$ cat config.mk
export PLATFORM = sky130hd
export DESIGN_NAME = icd_decoder
export DESIGN_NICKNAME = d
export VERILOG_FILES = /design/src/icd_pkg.sv /design/src/icd_decoder.sv
export SDC_FILE = /design/constraint.sdc
export NUM_CORES = 1
export LEC_CHECK = 0
export ABC_AREA = 1
export BUFFER_PORTS_ARGS = -buffer_cell sky130_fd_sc_hd__buf_4
export CAP_MARGIN = 20
export CORE_MARGIN = 1.5
export CORE_UTILIZATION = 55
export DETAILED_ROUTE_END_ITERATION = 8
export MAX_ROUTING_LAYER = met4
export PLACE_DENSITY = 0.82
export SLEW_MARGIN = 20
export SYNTH_ARGS = -nofsm -noshare
export SYNTH_HDL_FRONTEND = slang
export SYNTH_SLANG_ARGS = --single-unit
$ cat constraint.sdc
create_clock -name ref_clk -period 6.5 [get_ports ref_clk]
set_clock_uncertainty 0.2 [all_clocks]
set_input_delay 0.975 -clock ref_clk [delete_from_list [all_inputs] [get_ports ref_clk]]
set_output_delay 0.975 -clock ref_clk [all_outputs]
set_load 0.01 [all_outputs]
$ cat src/icd_pkg.sv
package icd_pkg;
  // first byte fields
  localparam int SEL_LSB    = 5;
  localparam int XLEN_LSB   = 3;
  localparam int MODE_LSB   = 1;
  localparam int SIZE_BIT   = 0;
  // extra-length codes
  localparam logic [1:0] XLEN_NONE = 2'h0;
  localparam logic [1:0] XLEN_ONE  = 2'h1;
  localparam logic [1:0] XLEN_TWO  = 2'h2;
  localparam logic [1:0] XLEN_LOCK = 2'h3;
  // addressing modes
  localparam logic [1:0] MODE_BASE   = 2'h0;
  localparam logic [1:0] MODE_OFFSET = 2'h1;
  localparam logic [1:0] MODE_INDEX  = 2'h2;
  localparam logic [1:0] MODE_INCR   = 2'h3;
  // base select codes
  localparam logic [1:0] BASE_A  = 2'h0;
  localparam logic [1:0] BASE_B  = 2'h1;
  localparam logic [1:0] BASE_C  = 2'h2;
  localparam logic [1:0] BASE_PB = 2'h3;
  // register selector values
  localparam logic [2:0] REG_INDEX = 3'h5;
  // second byte opcodes (bits 7..2)
  localparam logic [5:0] OP_COPY_M2R   = 6'h20;
  localparam logic [5:0] OP_COPY_R2M   = 6'h21;
  localparam logic [5:0] OP_MM_SRC     = 6'h24;
  localparam logic [5:0] OP_MM_DST     = 6'h33;
  localparam logic [5:0] OP_PTR_M2P    = 6'h23;
  localparam logic [5:0] OP_PTR_P2M    = 6'h26;
  localparam logic [5:0] OP_FAR_VAR    = 6'h22;
  localparam logic [5:0] OP_SUM_M2R    = 6'h28;
  localparam logic [5:0] OP_SUM_R2M    = 6'h34;
  localparam logic [5:0] OP_SUMI_MEM   = 6'h30;
  localparam logic [5:0] OP_LOADI_MEM  = 6'h13;
  localparam logic [5:0] OP_LOCK_SET   = 6'h25;
  localparam logic [5:0] OP_CDOWN      = 6'h3B;
  localparam logic [5:0] OP_SUMI_REG   = 6'h08;
  localparam logic [5:0] OP_LOADI_REG  = 6'h0C;
  localparam logic [5:0] OP_CDOWN_REG  = 6'h0F;
  // full byte and first-byte field codes
  localparam logic [7:0] B2_FAR_IMM    = 8'h08;
  localparam logic [4:0] B1_FAR_IMM_LO = 5'h11;
  localparam logic [2:0] B1_MM_SEL     = 3'h0;
  // lengths in bytes
  localparam logic [2:0] LEN_BASE  = 3'h2;
  localparam logic [2:0] LEN_LONG  = 3'h6;
  localparam logic [2:0] LEN_MAX_N = 3'h5;
  // family codes reported to the fetch unit
  typedef enum logic [3:0] {
    ICD_FAM_NONE, ICD_FAM_COPY_M2R, ICD_FAM_COPY_R2M, ICD_FAM_COPY_MM,
    ICD_FAM_PTR_M2P, ICD_FAM_PTR_P2M, ICD_FAM_FAR_IMM, ICD_FAM_FAR_VAR,
    ICD_FAM_SUM_M2R, ICD_FAM_SUM_R2M, ICD_FAM_SUMI_REG, ICD_FAM_SUMI_MEM,
    ICD_FAM_LOADI_REG, ICD_FAM_LOADI_MEM, ICD_FAM_LOCK_SET, ICD_FAM_CDOWN
  } icd_fam_t;
endpackage : icd_pkg

$ cat src/icd_decoder.sv
`timescale 1ns/10ps
// How it works
// (RULE1) lengths run two to five bytes; far-pointer immediate takes six, copy memory-memory four to six
// (RULE2) bytes one and two always come first, before any extra bytes
// (RULE3) operand selector is bits 7..5 of the first byte
// (RULE4) selector read as register, bit number, or pointer where only 0,1,2,4 are valid
// (RULE5) extra-length field bits 4..3: 00 none, 01 one byte, 10 two bytes
// (RULE6) code 11 only for lock_test_set: data byte then displacement byte
// (RULE7) transfer displacements signed: 8-bit short, 16-bit long low byte first
// (RULE8) byte immediates carry one data byte, word immediates two, low first
// (RULE9) displacement and immediate bytes follow the offset byte when present
// (RULE10) mode field: base, base+offset, base+index, base+index with post-increment
// (RULE11) bit 0 of first byte picks byte (0) or word (1) operand
// (RULE12) opcode is second byte bits 7..2 alone; the size bit does not select it
// (RULE13) base select bits 1..0 of byte two: gen_ptr_a, gen_ptr_b, gen_ptr_c, param_block_ptr
// (RULE14) mode 01 adds the unsigned offset byte to the chosen base
// (RULE15) mode 10 adds index_reg to base, 16-bit result, no sign extension
// (RULE16) mode 11 as mode 10, then index_next rises by one if byte_accessed is high in the done cycle
// (RULE17) copy memory-memory: source half 100100, destination half 110011, each own fields; the destination opcode is not checked
// (RULE18) copy var: 100000 memory-to-register, 100001 register-to-memory, size bit picks width
// (RULE19) far pointer immediate: first byte low 10001, second 00001000, then four bytes
// (RULE20) copy_pointer: 100011 memory-to-pointer, 100110 pointer-to-memory, word size
// (RULE21) sum var: 101000 memory-to-register, 110100 register-to-memory
// (RULE22) word add-immediate: 00100000 register form, 110000 memory form, data after offset
// (RULE23) unmatched first and second byte combinations raise an illegal flag
// (RULE24) total length is reported so the fetch unit can advance past it
module icd_decoder #(
  parameter int ADDR_W = 16
) (
  input  wire logic              ref_clk,
  input  wire logic              reset_n,
  input  wire logic              byte_valid,
  input  wire logic [7:0]        byte_data,
  output logic                   byte_ready,
  input  wire logic [ADDR_W-1:0] gen_ptr_a,
  input  wire logic [ADDR_W-1:0] gen_ptr_b,
  input  wire logic [ADDR_W-1:0] gen_ptr_c,
  input  wire logic [ADDR_W-1:0] param_block_ptr,
  input  wire logic [ADDR_W-1:0] index_reg,
  input  wire logic              byte_accessed,
  output logic                   done,
  output logic                   illegal,
  output logic [2:0]             instr_len,
  output icd_pkg::icd_fam_t      family,
  output logic [2:0]             op_sel,
  output logic                   sel_ptr_ok,
  output logic                   word_op,
  output logic [1:0]             addr_mode,
  output logic [1:0]             base_sel,
  output logic [7:0]             offset,
  output logic [15:0]            imm_data,
  output logic [15:0]            disp,
  output logic [ADDR_W-1:0]      eff_addr,
  output logic [ADDR_W-1:0]      dst_addr,
  output logic [ADDR_W-1:0]      index_next
);
  typedef enum logic [1:0] {ICD_IDLE, ICD_HEAD, ICD_TAIL, ICD_DONE} icd_state_t;

  typedef struct packed {
    icd_state_t         st;
    logic [7:0]         b1;
    logic [7:0]         b2;
    logic [2:0]         cnt;
    logic [2:0]         len;
    logic [5:0][7:0]    tail;
    logic [ADDR_W-1:0]  idx;
  } icd_s_t;

  icd_s_t s;
  icd_s_t next_s;

  function automatic logic [ADDR_W-1:0] base_of(input logic [1:0] sel);
    unique case (sel) // [RULE13]
      icd_pkg::BASE_A: base_of = gen_ptr_a;
      icd_pkg::BASE_B: base_of = gen_ptr_b;
      icd_pkg::BASE_C: base_of = gen_ptr_c;
      icd_pkg::BASE_PB: base_of = param_block_ptr;
    endcase
  endfunction : base_of

  function automatic logic [ADDR_W-1:0] ea_of(input logic [1:0] mode, input logic [1:0] sel,
                                              input logic [7:0] off, input logic [ADDR_W-1:0] ix);
    unique case (mode) // [RULE10]
      icd_pkg::MODE_BASE:   ea_of = base_of(sel);
      icd_pkg::MODE_OFFSET: ea_of = base_of(sel) + {{(ADDR_W-8){1'b0}}, off}; // [RULE14]
      default:              ea_of = base_of(sel) + ix; // [RULE15] zero-extended, wraps in 64k
    endcase
  endfunction : ea_of

  // decode of the two head bytes: family and byte count
  logic [1:0]   xl;
  logic [1:0]   md;
  logic [5:0]   opc;
  logic         mem_form;
  logic         reg_form;
  logic [2:0]   dec_len;
  logic         dec_bad;
  icd_pkg::icd_fam_t dec_fam;
  logic [2:0]   off_n;

  always_comb begin
    xl       = s.b1[icd_pkg::XLEN_LSB +: 2]; // [RULE5]
    md       = s.b1[icd_pkg::MODE_LSB +: 2];
    opc      = s.b2[7:2]; // [RULE12]
    mem_form = 1'b1;
    reg_form = (md == icd_pkg::MODE_BASE);
    off_n    = (md == icd_pkg::MODE_OFFSET) ? 3'h1 : 3'h0;
    dec_bad  = 1'b0;
    dec_fam  = icd_pkg::ICD_FAM_NONE;
    if (s.b1[4:0] == icd_pkg::B1_FAR_IMM_LO && s.b2 == icd_pkg::B2_FAR_IMM) begin
      dec_fam = icd_pkg::ICD_FAM_FAR_IMM; // [RULE19]
      off_n   = 3'h0;
    end else if (reg_form && xl != icd_pkg::XLEN_NONE && s.b2[1:0] == icd_pkg::BASE_A) begin
      off_n = 3'h0;
      unique case (opc)
        icd_pkg::OP_SUMI_REG:  dec_fam = icd_pkg::ICD_FAM_SUMI_REG; // [RULE22]
        icd_pkg::OP_LOADI_REG: dec_fam = icd_pkg::ICD_FAM_LOADI_REG;
        default:               dec_bad = 1'b1;
      endcase
    end else begin
      unique case (opc)
        icd_pkg::OP_COPY_M2R: dec_fam = icd_pkg::ICD_FAM_COPY_M2R; // [RULE18]
        icd_pkg::OP_COPY_R2M: dec_fam = icd_pkg::ICD_FAM_COPY_R2M; // [RULE18]
        icd_pkg::OP_MM_SRC:   dec_fam = icd_pkg::ICD_FAM_COPY_MM; // [RULE17]
        icd_pkg::OP_PTR_M2P:  dec_fam = icd_pkg::ICD_FAM_PTR_M2P; // [RULE20]
        icd_pkg::OP_PTR_P2M:  dec_fam = icd_pkg::ICD_FAM_PTR_P2M; // [RULE20]
        icd_pkg::OP_FAR_VAR:  dec_fam = icd_pkg::ICD_FAM_FAR_VAR;
        icd_pkg::OP_SUM_M2R:  dec_fam = icd_pkg::ICD_FAM_SUM_M2R; // [RULE21]
        icd_pkg::OP_SUM_R2M:  dec_fam = icd_pkg::ICD_FAM_SUM_R2M; // [RULE21]
        icd_pkg::OP_SUMI_MEM: dec_fam = icd_pkg::ICD_FAM_SUMI_MEM; // [RULE22]
        icd_pkg::OP_LOADI_MEM: dec_fam = icd_pkg::ICD_FAM_LOADI_MEM;
        icd_pkg::OP_LOCK_SET: dec_fam = icd_pkg::ICD_FAM_LOCK_SET;
        icd_pkg::OP_CDOWN:    dec_fam = icd_pkg::ICD_FAM_CDOWN; // [RULE12]
        default:              dec_bad = 1'b1;
      endcase
    end
    mem_form = !dec_bad;
    // per-family consistency of the extra-length field and selector
    unique case (dec_fam)
      icd_pkg::ICD_FAM_LOCK_SET: dec_bad = (xl != icd_pkg::XLEN_LOCK); // [RULE6]
      icd_pkg::ICD_FAM_SUMI_REG, icd_pkg::ICD_FAM_LOADI_REG,
      icd_pkg::ICD_FAM_SUMI_MEM, icd_pkg::ICD_FAM_LOADI_MEM:
        dec_bad = (xl == icd_pkg::XLEN_NONE || xl == icd_pkg::XLEN_LOCK) ||
                  ((xl == icd_pkg::XLEN_TWO) != s.b1[icd_pkg::SIZE_BIT]); // [RULE8]
      icd_pkg::ICD_FAM_PTR_M2P, icd_pkg::ICD_FAM_PTR_P2M, icd_pkg::ICD_FAM_FAR_VAR:
        dec_bad = (xl != icd_pkg::XLEN_NONE) || !s.b1[icd_pkg::SIZE_BIT] || !ptr_ok(s.b1[7:5]); // [RULE20]
      icd_pkg::ICD_FAM_FAR_IMM: dec_bad = !ptr_ok(s.b1[7:5]); // [RULE4]
      icd_pkg::ICD_FAM_COPY_MM: dec_bad = (xl != icd_pkg::XLEN_NONE) || (s.b1[7:5] != icd_pkg::B1_MM_SEL);
      icd_pkg::ICD_FAM_NONE:    dec_bad = 1'b1; // [RULE23]
      default:                  dec_bad = dec_bad || (xl == icd_pkg::XLEN_LOCK); // [RULE6]
    endcase
    // length: head + offset + extra bytes [RULE9]
    unique case (dec_fam)
      icd_pkg::ICD_FAM_FAR_IMM: dec_len = icd_pkg::LEN_LONG; // [RULE1]
      icd_pkg::ICD_FAM_COPY_MM: dec_len = icd_pkg::LEN_LONG; // [RULE1] replaced by mm_len after byte four, or five with a source offset
      icd_pkg::ICD_FAM_LOCK_SET: dec_len = icd_pkg::LEN_BASE + off_n + 3'h2; // [RULE6]
      default: dec_len = icd_pkg::LEN_BASE + off_n + {1'b0, xl}; // [RULE5]
    endcase
  end

  function automatic logic ptr_ok(input logic [2:0] sel);
    ptr_ok = (sel == 3'h0) || (sel == 3'h1) || (sel == 3'h2) || (sel == 3'h4); // [RULE4]
  endfunction : ptr_ok

  // copy memory-memory total: each half adds its own offset byte
  logic [2:0] mm_len;
  always_comb begin
    mm_len = icd_pkg::LEN_BASE + icd_pkg::LEN_BASE
           + ((s.b1[icd_pkg::MODE_LSB +: 2] == icd_pkg::MODE_OFFSET) ? 3'h1 : 3'h0)
           + ((s.tail[off_n][icd_pkg::MODE_LSB +: 2] == icd_pkg::MODE_OFFSET) ? 3'h1 : 3'h0);
  end

  // no byte may be taken in a cycle that ends the instruction, or it would be lost
  logic tail_full;
  always_comb begin
    if (s.cnt == icd_pkg::LEN_BASE) tail_full = dec_bad || (dec_len == icd_pkg::LEN_BASE);
    else tail_full = (s.cnt >= s.len);
    tail_full = tail_full && (s.st == ICD_TAIL);
  end
  assign byte_ready = (s.st != ICD_DONE) && !tail_full; // [RULE2]

  always_comb begin
    next_s = s;
    unique case (s.st)
      ICD_IDLE: if (byte_valid) begin
        next_s.b1  = byte_data; // [RULE2]
        next_s.cnt = 3'h1;
        next_s.st  = ICD_HEAD;
      end
      ICD_HEAD: if (byte_valid) begin
        next_s.b2  = byte_data; // [RULE2]
        next_s.cnt = icd_pkg::LEN_BASE;
        next_s.st  = ICD_TAIL;
      end
      ICD_TAIL: begin
        if (s.cnt == icd_pkg::LEN_BASE) next_s.len = dec_len;
        if (dec_bad && s.cnt == icd_pkg::LEN_BASE) begin
          next_s.len = icd_pkg::LEN_BASE;
          next_s.st  = ICD_DONE; // [RULE23]
        end else if (s.cnt >= s.len && s.cnt != icd_pkg::LEN_BASE) begin
          next_s.st = ICD_DONE;
        end else if (dec_len == icd_pkg::LEN_BASE && s.cnt == icd_pkg::LEN_BASE) begin
          next_s.st = ICD_DONE;
        end else if (byte_valid) begin
          next_s.tail[s.cnt - icd_pkg::LEN_BASE] = byte_data;
          next_s.cnt = s.cnt + 3'h1;
          if (dec_fam == icd_pkg::ICD_FAM_COPY_MM && s.cnt + 3'h1 == 3'h3 + 3'h1 + off_n)
            next_s.len = mm_len; // [RULE17]
        end
      end
      ICD_DONE: next_s.st = ICD_IDLE;
    endcase
    if (byte_accessed && md_incr()) next_s.idx = s.idx + {{(ADDR_W-1){1'b0}}, 1'b1}; // [RULE16]
    if (s.st == ICD_IDLE && byte_valid) next_s.idx = index_reg;
  end

  function automatic logic md_incr();
    md_incr = (s.b1[icd_pkg::MODE_LSB +: 2] == icd_pkg::MODE_INCR) && (s.st == ICD_DONE);
  endfunction : md_incr

  always_ff @(posedge ref_clk or negedge reset_n) begin
    if (!reset_n) begin
      s <= '0;
    end else begin
      s <= next_s;
    end
  end

  // outputs from state flip-flops; eff_addr and dst_addr also use the live base pointer inputs
  logic [7:0] off_b;
  logic [2:0] dat_at;
  always_comb begin
    off_b  = (md == icd_pkg::MODE_OFFSET) ? s.tail[0] : 8'h00;
    dat_at = off_n; // [RULE9]
  end
  assign done       = (s.st == ICD_DONE);
  assign illegal    = done && (s.len == icd_pkg::LEN_BASE) && dec_bad;
  assign instr_len  = done ? s.len : 3'h0; // [RULE24]
  assign family     = dec_bad ? icd_pkg::ICD_FAM_NONE : dec_fam;
  assign op_sel     = s.b1[icd_pkg::SEL_LSB +: 3]; // [RULE3]
  assign sel_ptr_ok = ptr_ok(s.b1[icd_pkg::SEL_LSB +: 3]);
  assign word_op    = s.b1[icd_pkg::SIZE_BIT]; // [RULE11]
  assign addr_mode  = md;
  assign base_sel   = s.b2[1:0];
  assign offset     = off_b;
  assign imm_data   = (dec_fam == icd_pkg::ICD_FAM_FAR_IMM) ? {s.tail[1], s.tail[0]} :
                      (word_op ? {s.tail[dat_at + 3'h1], s.tail[dat_at]} : {8'h00, s.tail[dat_at]}); // [RULE8]
  // short displacement is sign-extended; lock_test_set puts it after the data byte
  assign disp       = (dec_fam == icd_pkg::ICD_FAM_LOCK_SET) ? {{8{s.tail[dat_at + 3'h1][7]}}, s.tail[dat_at + 3'h1]} :
                      (xl == icd_pkg::XLEN_TWO) ? {s.tail[dat_at + 3'h1], s.tail[dat_at]} :
                      {{8{s.tail[dat_at][7]}}, s.tail[dat_at]}; // [RULE7]
  assign eff_addr   = ea_of(md, s.b2[1:0], off_b, s.idx);
  assign dst_addr   = ea_of(s.tail[off_n][icd_pkg::MODE_LSB +: 2], s.tail[off_n + 3'h1][1:0],
                            s.tail[off_n + 3'h2], s.idx); // [RULE17]
  assign index_next = s.idx;

  property p_len_range;
    @(posedge ref_clk) disable iff (!reset_n)
      (done && !illegal) |-> ((instr_len >= icd_pkg::LEN_BASE && instr_len <= icd_pkg::LEN_MAX_N) ||
                              (instr_len == icd_pkg::LEN_LONG &&
                               (family == icd_pkg::ICD_FAM_FAR_IMM || family == icd_pkg::ICD_FAM_COPY_MM)));
  endproperty
  a_len_range: assert property (p_len_range) else $error("instruction length out of range"); // [RULE1]

  property p_illegal_len;
    @(posedge ref_clk) disable iff (!reset_n)
      illegal |-> (done && instr_len == icd_pkg::LEN_BASE);
  endproperty
  a_illegal_len: assert property (p_illegal_len) else $error("illegal flag without two-byte done"); // [RULE23]

  property p_done_pulse;
    @(posedge ref_clk) disable iff (!reset_n)
      done |=> !done;
  endproperty
  a_done_pulse: assert property (p_done_pulse) else $error("done held longer than one cycle"); // [RULE24]

  property p_no_take_full;
    @(posedge ref_clk) disable iff (!reset_n)
      (s.st == ICD_TAIL && s.cnt != icd_pkg::LEN_BASE && s.cnt >= s.len) |-> !byte_ready;
  endproperty
  a_no_take_full: assert property (p_no_take_full) else $error("byte offered past end of instruction"); // [RULE2]

  property p_lock_only;
    @(posedge ref_clk) disable iff (!reset_n)
      (done && !illegal && xl == icd_pkg::XLEN_LOCK) |-> (family == icd_pkg::ICD_FAM_LOCK_SET);
  endproperty
  a_lock_only: assert property (p_lock_only) else $error("extra-length code 11 on other instruction"); // [RULE6]

  property p_ptr_sel;
    @(posedge ref_clk) disable iff (!reset_n)
      (done && !illegal && (family == icd_pkg::ICD_FAM_PTR_M2P || family == icd_pkg::ICD_FAM_PTR_P2M ||
                            family == icd_pkg::ICD_FAM_FAR_IMM)) |-> sel_ptr_ok;
  endproperty
  a_ptr_sel: assert property (p_ptr_sel) else $error("pointer instruction with invalid selector"); // [RULE4]

  property p_idx_incr;
    @(posedge ref_clk) disable iff (!reset_n)
      (byte_accessed && done && addr_mode == icd_pkg::MODE_INCR) |=>
        (index_next == $past(index_next) + {{(ADDR_W-1){1'b0}}, 1'b1});
  endproperty
  a_idx_incr: assert property (p_idx_incr) else $error("index not advanced after byte access"); // [RULE16]
endmodule : icd_decoder

Word-level counts from Yosys, hierarchy flattened --
Index checks and enable logic that the tools add are counted.
Storage, ports and cells: output and inout bits 107, flip-flop bits (word level) 88, logic and storage cells 202, input port bits 92
Cells by class: mux-type cells 57, bitwise logic cells 3, reductions and logical operators 52, eq/ne operators 58, $lt $le $gt $ge 6, add/subtract/negate cells 14
Operators by type and width (count):
- $mux 54 | 3
- $mux 16 | 10
- $pmux 16 s4 | 2
- $bmux 8 s3 | 3
- $eq 6x6->1 const B | 11
- $pmux 16 s2 | 2
- $bwmux 48 | 1
- $pmux 4 s12 | 1
- $mux 8 | 5
- $add 16x16->16 | 2
- $add 16x8->16 | 2
- $demux 8 s3 | 1
- $mux 3 | 7
- $eq 4x4->1 const B | 5
- $eq 2x2->1 const B | 9
- $add 16x1->16 const B | 1
- $eq 4x3->1 const B | 4
- $lt 3x4->1 const B | 4
- $ne 2x2->1 const B | 8
- $logic_and 1x1->1 | 15
- $eq 3x2->1 const B | 4
- $eq 6x4->1 const B | 2
- $logic_not 2->1 | 6
- $mux 4 | 3
- other kinds (43) | 79

Depth between registers and ports, before layout --
Gate-level depths: netlist of run 1.
depth in word-level cells 16, mapped depth 26, gate-level depth less buffers 25

Least setup slack after synthesis of run 1 --
Ideal clock, no wire load.
path type reg2out, start point register s (netlist bit addr_mode[0]), end point output dst_addr[12], stages on the path, launching flop included 25, data arrival time 4049 ps, buffers on the path 2, required time 5325 ps, path slack 1276 ps, path through dfrtp_1 inv_1 nor2_2 inv_2 buf_2 o21ai_0 inv_1 nor2_1 clkbuf_1 nor2_1 a31oi_1 ha_1 inv_1 fa_1 o21ai_0 nand2_1 nand2_1 a21oi_1 o21ai_0 nand2_1 nand2_1 a21oi_1 o21ai_0 xor2_1 o21ai_0
Between the ends: word-level cells in the longest chain between the ends 13, elaborated cells on any way between the ends 29, classes of those cells 4 x add/sub; 6 x eq/ne; 13 x mux; 6 x reduce/logical
RTL lines:
- start, declared | line icd_decoder.sv:69 | icd_s_t s;
- start signal, assigned | line icd_decoder.sv:225 | s <= next_s;
- $logic_not 2->1 | line icd_decoder.sv:106 | reg_form = (md == icd_pkg::MODE_BASE);
- $logic_and 1x1->1 (2 in a row) | line icd_decoder.sv:113 | end else if (reg_form && xl != icd_pkg::XLEN_NONE && s.b2[1:0] == icd_pkg::BASE_A) begin
- $mux 1 | line icd_decoder.sv:113
- $mux 1 (*) | line icd_decoder.sv:110 | if (s.b1[4:0] == icd_pkg::B1_FAR_IMM_LO && s.b2 == icd_pkg::B2_FAR_IMM) begin
- $add 3x1->3 | line icd_decoder.sv:253 | assign dst_addr = ea_of(s.tail[off_n][icd_pkg::MODE_LSB +: 2], s.tail[off_n + 3'h1][1:0],
- $bmux 8 s3 | line icd_decoder.sv:253
- $mux 8 (not written as such) | line icd_decoder.sv:253
- $eq 2x2->1, or another cell as far along | line icd_decoder.sv:73 | unique case (sel)
- $pmux 16 s4 | line icd_decoder.sv:73
- $mux 16 | line icd_decoder.sv:83 | unique case (mode)
- $add 16x16->16 / $add 16x8->16 (equally long branches) | line icd_decoder.sv:86, icd_decoder.sv:85
- $pmux 16 s2 (*) | line icd_decoder.sv:83
- end, declared | line icd_decoder.sv:54 | output logic [ADDR_W-1:0] dst_addr,
Mark *: on every way between the ends. The rest lies on a longest branch, timed or not. The select of a mux whose other input is x is not followed.

Worst setup path after layout of run 1 --
Same ends and word-level chain as after synthesis.

==> out/qor.csv, run 1 <==
metric,value,unit
status,completed,
clock_latency,340,ps
cts_buffers,9,
synth.distinct_cells,49,
seq_area_frac_synth,0.231,
ir_worst_vdd,329,µV
min_path_type,reg -> reg,
fin_area,9580,µm²
power.share.switching,0.552,
setup_viol,0,
hpwl,21.4,mm
setup_slack,464,ps
critPathKind,reg -> out,
required,5320,ps
path_delay_family,buffers and inverters,
preCtsSetupSlack,640,ps
fillCellCount,1300,
grt_pass1_wl,42.3,mm
via_count,9187,
grt_usage,0.376,
p_int,2.94,mW
cts_tree,yes,
final-instance-count-excl-fill,1606,
p_comb_frac,0.799,
grt_antenna_before_repair,0,
syn_avg_cell_area,6.18,µm²
rsz0062_at_grt,no,
layout-drive-gt1-share,0.196,
final.min_clock_period,6040,ps
crit_buf_inv,8,
timing.final.crit_share,0.929,
regArea,1800,µm²
io_buffers,198,
cp.arrival,4860,ps
p_leak,5.01,nW
max_stage_delay,440,ps
fp-row-count,43,
ys_seq_elements,72,
placedCellCount,1586,
mappedNetlistArea,7800,µm²
wl_per_cell,17.1,µm
fmax,0.166,GHz
die_area,14900,µm²
slew_headroom,0.379,
dr.pass1.iters,8,
slowest_stage,dfrtp_1,
design.core.area,13900,µm²
vias_per_cell,5.72,
power_frac_seq,0.123,
setup_tns,0,ps
cts_sinks,72,
grt_max_degree,73,
synth.top_cell.area_share,0.231,
yosysTopAreaCell,dfrtp_1,
drc,0,
die_x,122,µm
chipHeight,122,µm
grt_pass1_vias,8379,
critPathLaunchType,flip-flop,
slew_viol_final,0,
area_delta_synth_final,22.8,%
synth_area_leaders,"dfrtp_1, nand2_1, o21ai_0, inv_1, ha_1",
drv_cap,0,
pin_count,199,
cts_root_buf,clkbuf_16,
initial_utilization,0.562,
cts_hold_buf,0,
worst_pin_slew,932,ps
dpl-instance-area,9230,µm²
postSynthCellCount,1262,
clk_pin_slew,60,ps
yosysWarnings,0,
syn_nets,1402,
antenna_cells,0,
hold_violations,0,
grt_overflow,0,
crit_path_end_kind,output port,
drt_iter0_markers,794,
clkPwrFrac,0.078,
synth_flop_cell,dfrtp_1,
drt_wl_total,27.5,mm
p_switching,3.61,mW
cp_max_fo,29,
nNetsFinal,1561,
finalPower,6.55,mW
synth-edff-count,0,
gp_congestion,1.02,
final_antenna_net_count,0,
async_flop_share,1.00,
p_per_area,684,nW/µm²
cts_max_path_buffers,2,
h-tree-depth,3,
multi_input_area,5030,µm²
path summary, 6_finish.rpt:
| path | start | cells past startpoint | slack [ps] | to |
|---|---|---|---|---|
| worst max-delay path | addr_mode[0] | 28 | 460 | dst_addr[12] |
| worst min register to register | flip-flop | 2 | 270 | flip-flop |
| min in group asynchronous | reset_n | 1 | 570 | asynchronous set/reset pin |
| max in group asynchronous | reset_n | 1 | 4920 | index_next[14] |
| worst max register to register | addr_mode[0] | 18 | 2710 | flip-flop |
| worst min-delay path | flip-flop | 2 | 270 | flip-flop |
kinds of logic (layout without fill, tap and decap cells):
logic type                 Yosys count  count (layout)  share of synthesized area
and+or+nand+nor                    599             599                      0.329
AOI/OAI and AO/OA                  288             288                      0.208
buffers and inverters              231             395                      0.126
DFF                                 72              72                      0.231
adders and majority gates           48              48                     0.0789
xor gates and xnor gates            23              23                     0.0258
muxes                                1               1                    0.00128
area by class of cell:
class	instances	share of cell area
inverter	169	0.0669
tap	180	0.0235
multi-input combinational	959	0.525
timing repair buffer	210	0.165
sequential	72	0.188
clock buffer	13	0.0272
clock inverter	3	0.00418
layout by cell type (no fill, tap or decap), types with 6 or more instances in the layout:
cell type	netlist	final
a21oi_1	37	37
a31oi_1	20	20
or2_2	8	8
buf_4	23	209
nor3_1	10	10
ha_1	46	46
o22ai_1	11	11
o2111ai_1	7	7
o211ai_1	17	17
nor2_1	112	112
nor2_2	12	12
xor2_1	17	17
nand2_1	337	336
dfrtp_1	72	72
clkbuf_16	0	9
o21ai_0	158	158
xnor2_1	6	6
inv_1	158	157
nand4_1	7	7
nand3_1	86	86
nand2_2	12	12
inv_2	8	7
o21ai_1	15	15
tightest hold or removal path: cells and delay by family (launching register included):
kind             cells  cell delay, ps
AND/OR/NAND/NOR      2              90
flip-flops           1             340
through the flow:
stage	hold slack [ps]	utilization
after floorplan	237	-
after global placement	254	0.665
after detailed placement	259	0.665
after CTS	273	0.686
after global routing	286	0.690
final	268	0.690
synth_stat cells, types with 2 or more instances:
cell and n:
fa_1 2, a31oi_1 20, nor2_1 112, o21ai_0 158
nand3_1 86, o21bai_1 5, nor3_1 10, o211ai_1 17
nand2_2 12, nor2_4 5, buf_1 3, or2_2 8
o22ai_1 11, dfrtp_1 72, a21boi_0 2, nor2_2 12
nand2_4 2, buf_2 3, clkbuf_1 30, nand4_1 7
xnor2_1 6, o31ai_1 3, xor2_1 17, ha_1 46
nand3_2 4, o21ai_1 15, buf_4 23, buf_6 3
nand2_1 337, inv_2 8, a21oi_1 37, o2111ai_1 7
a21o_1 4, clkinv_1 3, inv_1 158
power groups by stage:
stage / sequential, mW / clock (mW) / combinational (mW)
finish: 0.806 / 0.508 / 5.24
global route: 0.823 / 0.530 / 5.79
CTS: 0.800 / 0.510 / 5.13
detailed placement: 0.803 / 0 / 5.09
global placement: 0.802 / 0 / 5.04
floorplan: 0.735 / 0 / 3.41
what timing repair did:
item,4_1_cts,5_1_grt
gates resized for setup,0,7
setup buffers,0,4
endpoints found under the setup margin,0,5
metal layers:
metal  share of wire  vias up  routed length (µm)  global-route usage
met5               0        -                   0                   -
met4           0.044        0                1220               0.166
met3           0.077       92                2110              0.0595
met2            0.48      479               13200               0.612
met1            0.40     4168               10900               0.461
li1                -     4448                   -                   -
Note: power is estimated with default switching activity, not from simulation.
==> run 2: changes to the inputs <==
==> constraint.sdc (replaced) <==
create_clock -name ref_clk -period 6.5 [get_ports ref_clk]
set_clock_uncertainty 0.2 [all_clocks]
set_input_delay 0.975 -clock ref_clk [delete_from_list [all_inputs] [get_ports ref_clk]]
set_output_delay 0.975 -clock ref_clk [all_outputs]
set_load 0.02 [all_outputs]
==> out/qor.csv, run 2 (synthesized netlist as in run 1, its figures left out) <==
metric,value,unit
status,completed,
hold_violations,0,
dr.pass1.iters,5,
grt_usage,0.373,
design.core.area,13900,µm²
setup_viol,0,
vias_per_cell,5.74,
cp.arrival,4810,ps
cts_tree,yes,
worst_pin_slew,982,ps
antenna_cells,0,
required,5320,ps
drt_iter0_markers,793,
nNetsFinal,1560,
gp_congestion,1.01,
via_count,9206,
slowest_stage,dfrtp_1,
final_cell_mix,"nand2_1, buf_4, o21ai_0",
setup_tns,0,ps
slew_headroom,0.343,
drv_cap,0,
crit_path_end_kind,output port,
cp_max_fo,29,
grt_max_degree,73,
min_path_type,reg -> reg,
drc,0,
max_stage_delay,440,ps
rsz0062_at_grt,no,
wl_per_cell,17.1,µm
hpwl,21.4,mm
io_buffers,198,
chipHeight,122,µm
h-tree-depth,3,
timing.final.crit_share,0.921,
path_delay_family,buffers and inverters,
grt_antenna_before_repair,0,
die_area,14900,µm²
clock_latency,340,ps
grt_pass1_wl,42.1,mm
slew_viol_final,0,
fp-row-count,43,
area_delta_synth_final,22.8,%
clk_pin_slew,60,ps
final.min_clock_period,5990,ps
cts_max_path_buffers,2,
cts_root_buf,clkbuf_16,
crit_buf_inv,8,
die_x,122,µm
mostFrequentLayoutCell,nand2_1,
initial_utilization,0.562,
pin_count,199,
critPathKind,reg -> out,
grt_overflow,0,
cts_buffers,9,
final_antenna_net_count,0,
critPathLaunchType,flip-flop,
fmax,0.167,GHz
cts_sinks,72,
layout-drive-gt1-share,0.197,
drt_wl_total,27.4,mm
grt_pass1_vias,8227,
[run 2: changes by cell type in the layout (fill, tap and decap cells not counted), sizes merged]
cell	delta
clkbuf	-4
clkinvlp	+2
buf	-1
bufinv	+1
[run 2: per-layer routing]
metal,vias up,GRT usage,wire (µm)
met4,0,0.144,1030
met5,-,-,0
met1,4240,0.469,11200
met3,77,0.0375,1920
met2,452,0.619,13300
li1,4437,-,-
[run 2: worst register-to-register path: stages (launching register included)]
cell     delay [ps]
dfrtp_1         460
nor2_4          480
nand2_2         160
nor2_1          120
nand3_1         130
inv_1           140
nor2_1           60
nand2_2         150
nand3_2         430
nand2_1         210
nor2_2           60
nand3_2          70
nand2_2         110
nand2_2         120
nand2_4          80
nor2_8          300
nand2_2         200
nand2_1         110
nand2_1          60
[run 2: final timing paths]
kind / slack [ps] / depth (start not counted) / start / end
worst min-delay path: 270 / 2 / flip-flop / flip-flop
worst max register to register: 2750 / 18 / addr_mode[1] / flip-flop
min in group asynchronous: 560 / 1 / reset_n / asynchronous set/reset pin
worst max-delay path: 510 / 28 / addr_mode[0] / dst_addr[12]
worst min register to register: 270 / 2 / flip-flop / flip-flop
max in group asynchronous: 4920 / 1 / reset_n / index_next[15]
[run 2: final cells by class]
cell class / count / area [µm²]
clock inverters: 6 / 85.1
repair buffers: 209 / 1570
well taps: 180 / 225
fillers: 1292 / 4310
multi-input cells: 959 / 5030
inverters: 169 / 641
clock buffers: 9 / 225
flip-flops and latches: 72 / 1800
[run 2: repair_timing]
item	CTS	global route
endpoints found under the setup margin	0	4
buffers inserted	0	3
hold buffers	0	0
resized for setup	0	5
[run 2: metrics by stage]
stage / worst slack [ps] / hold slack (ps) / utilization / cell area, µm² / instances
2_1_floorplan: 853 / 237 / - / 7800 / 1262
3_5_place_dp: 664 / 258 / 0.665 / 9230 / 1586
5_1_grt: 88.1 / 312 / 0.690 / 9580 / 1604
4_1_cts: 286 / 272 / 0.687 / 9540 / 1601
6_report: 515 / 270 / 0.690 / 9580 / 1604
3_3_place_gp: 820 / 254 / 0.665 / 9230 / 1586
Power of run 2 is not shown: default switching activity piles up to over one toggle a cycle in this logic, so the estimate is an artifact.
==> run 3: changes to the inputs <==
==> constraint.sdc (replaced) <==
create_clock -name ref_clk -period 6.5 [get_ports ref_clk]
set_clock_uncertainty 0.2 [all_clocks]
set_input_delay 0.65 -clock ref_clk [delete_from_list [all_inputs] [get_ports ref_clk]]
set_output_delay 0.65 -clock ref_clk [all_outputs]
set_load 0.05 [all_outputs]
==> out/qor.csv, run 3 (synthesized netlist as in run 1, its figures left out) <==
metric,value,unit
status,completed,
cp.arrival,5160,ps
cts_sinks,72,
die_area,14900,µm²
hpwl,21.6,mm
grt_pass1_vias,8389,
dr.pass1.iters,6,
io_buffers,198,
final_cell_mix,"nand2_1, buf_4, inv_1",
cts_root_buf,clkbuf_16,
clk_pin_slew,60,ps
rsz0062_at_grt,no,
fillCellCount,1286,
critPathLaunchType,flip-flop,
initial_utilization,0.562,
grt_overflow,0,
h-tree-depth,3,
drt_wl_total,27.3,mm
fmax,0.166,GHz
design.core.area,13900,µm²
worst_pin_slew,1040,ps
drv_cap,0,
critPathKind,reg -> out,
required,5650,ps
clock_latency,340,ps
chipHeight,122,µm
slowest_stage,fa_1,
cts_max_path_buffers,2,
slew_headroom,0.307,
setup_viol,0,
nNetsFinal,1558,
antenna_cells,0,
cts_buffers,9,
fp-row-count,43,
wl_per_cell,17.0,µm
area_delta_synth_final,22.5,%
drc,0,
gp_congestion,0.982,
vias_per_cell,5.73,
regArea,1800,µm²
via_count,9186,
grt_max_degree,73,
path_cells,inv_1 -> nor2_2 -> buf_4 -> or2_2 -> o21ai_1 -> inv_1 -> nor2_1 -> buf_4 -> nand2_1 -> o2111ai_1 -> o21ai_0 -> fa_1 -> o21ai_0 -> nand2_1 -> nand2_1 -> a21oi_1 -> o21ai_0 -> nand2_1 -> nand2_1 -> a21oi_1 -> or2_2 -> a31oi_1 -> buf_4,
hold_violations,0,
cp_max_fo,29,
mostFrequentLayoutCell,nand2_1,
grt_antenna_before_repair,0,
post_cts_buffers,0,
max_stage_delay,480,ps
setup_tns,0,ps
grt_pass1_wl,42.3,mm
layout-drive-gt1-share,0.195,
pin_count,199,
crit_path_end_kind,output port,
drt_iter0_markers,881,
die_x,122,µm
reg2reg_depth,18,
min_path_type,in -> async,
grt_usage,0.374,
cts_tree,yes,
final.min_clock_period,6010,ps
cpMostUsedCell,nand2_1,
final_antenna_net_count,0,
slew_viol_final,0,
multi_input_area,5020,µm²
timing.final.crit_share,0.925,
==> run 3: changes by cell type in the layout (fill, tap and decap cells not counted), sizes merged <==
cell	before	now
clkbuf	9	10
clkinv	5	6
clkinvlp	3	1
buf	209	207
inv	165	166
==> run 3: repair_timing <==
action	in CTS	in global routing
resized for setup	0	1
hold buffers	0	0
setup endpoints to repair	0	3
hold endpoints to repair	0	0
==> run 3: worst max-delay path, delay by kind of cell, from the launching register on <==
family | cells | cell delay (ps)
AO/OA/AOI/OAI | 8 | 1530
AND/OR/NAND/NOR | 9 | 1360
buffers and inverters | 5 | 990
adder cells (fa/ha/maj) | 1 | 480
flip-flops | 1 | 450
==> run 3: routing by layer <==
layer  wire length, µm  share of wire  track usage
met5                 0              0            -
met4              1180          0.043        0.153
met1             10900           0.40        0.465
met3              2200          0.081       0.0501
met2             13100           0.48        0.615
==> run 3: area by class of cell <==
class	count	share of cell area
flip-flops and latches	72	0.189
multi-input cells	959	0.525
inverters	169	0.0664
well taps	180	0.0236
repair buffers	207	0.163
clock inverters	6	0.00864
clock buffers	10	0.0250
==> run 3: per-stage QoR <==
| step | hold WS [ps] | setup WS [ps] | util | instances | cell area (µm²) |
|---|---|---|---|---|---|
| detailed placement | 258 | 903 | 0.665 | 1587 | 9230 |
| finish | 232 | 486 | 0.689 | 1603 | 9560 |
| floorplan | 154 | 384 | - | 1262 | 7800 |
| global placement | 254 | 1040 | 0.665 | 1587 | 9230 |
| CTS | 270 | 529 | 0.688 | 1603 | 9560 |
| global route | 296 | 54.3 | 0.689 | 1603 | 9560 |
==> run 3: path summary, 6_finish.rpt <==
path	from	end	slack, ps
min in group ref_clk	flip-flop	flip-flop	270
worst min-delay path	reset_n	asynchronous set/reset pin	230
max in group asynchronous	reset_n	op_sel[2]	5240
worst min register to register	flip-flop	flip-flop	270
worst max register to register	addr_mode[0]	flip-flop	2730
worst max-delay path	addr_mode[0]	dst_addr[10]	490
Power of run 3 is left out for the same reason.
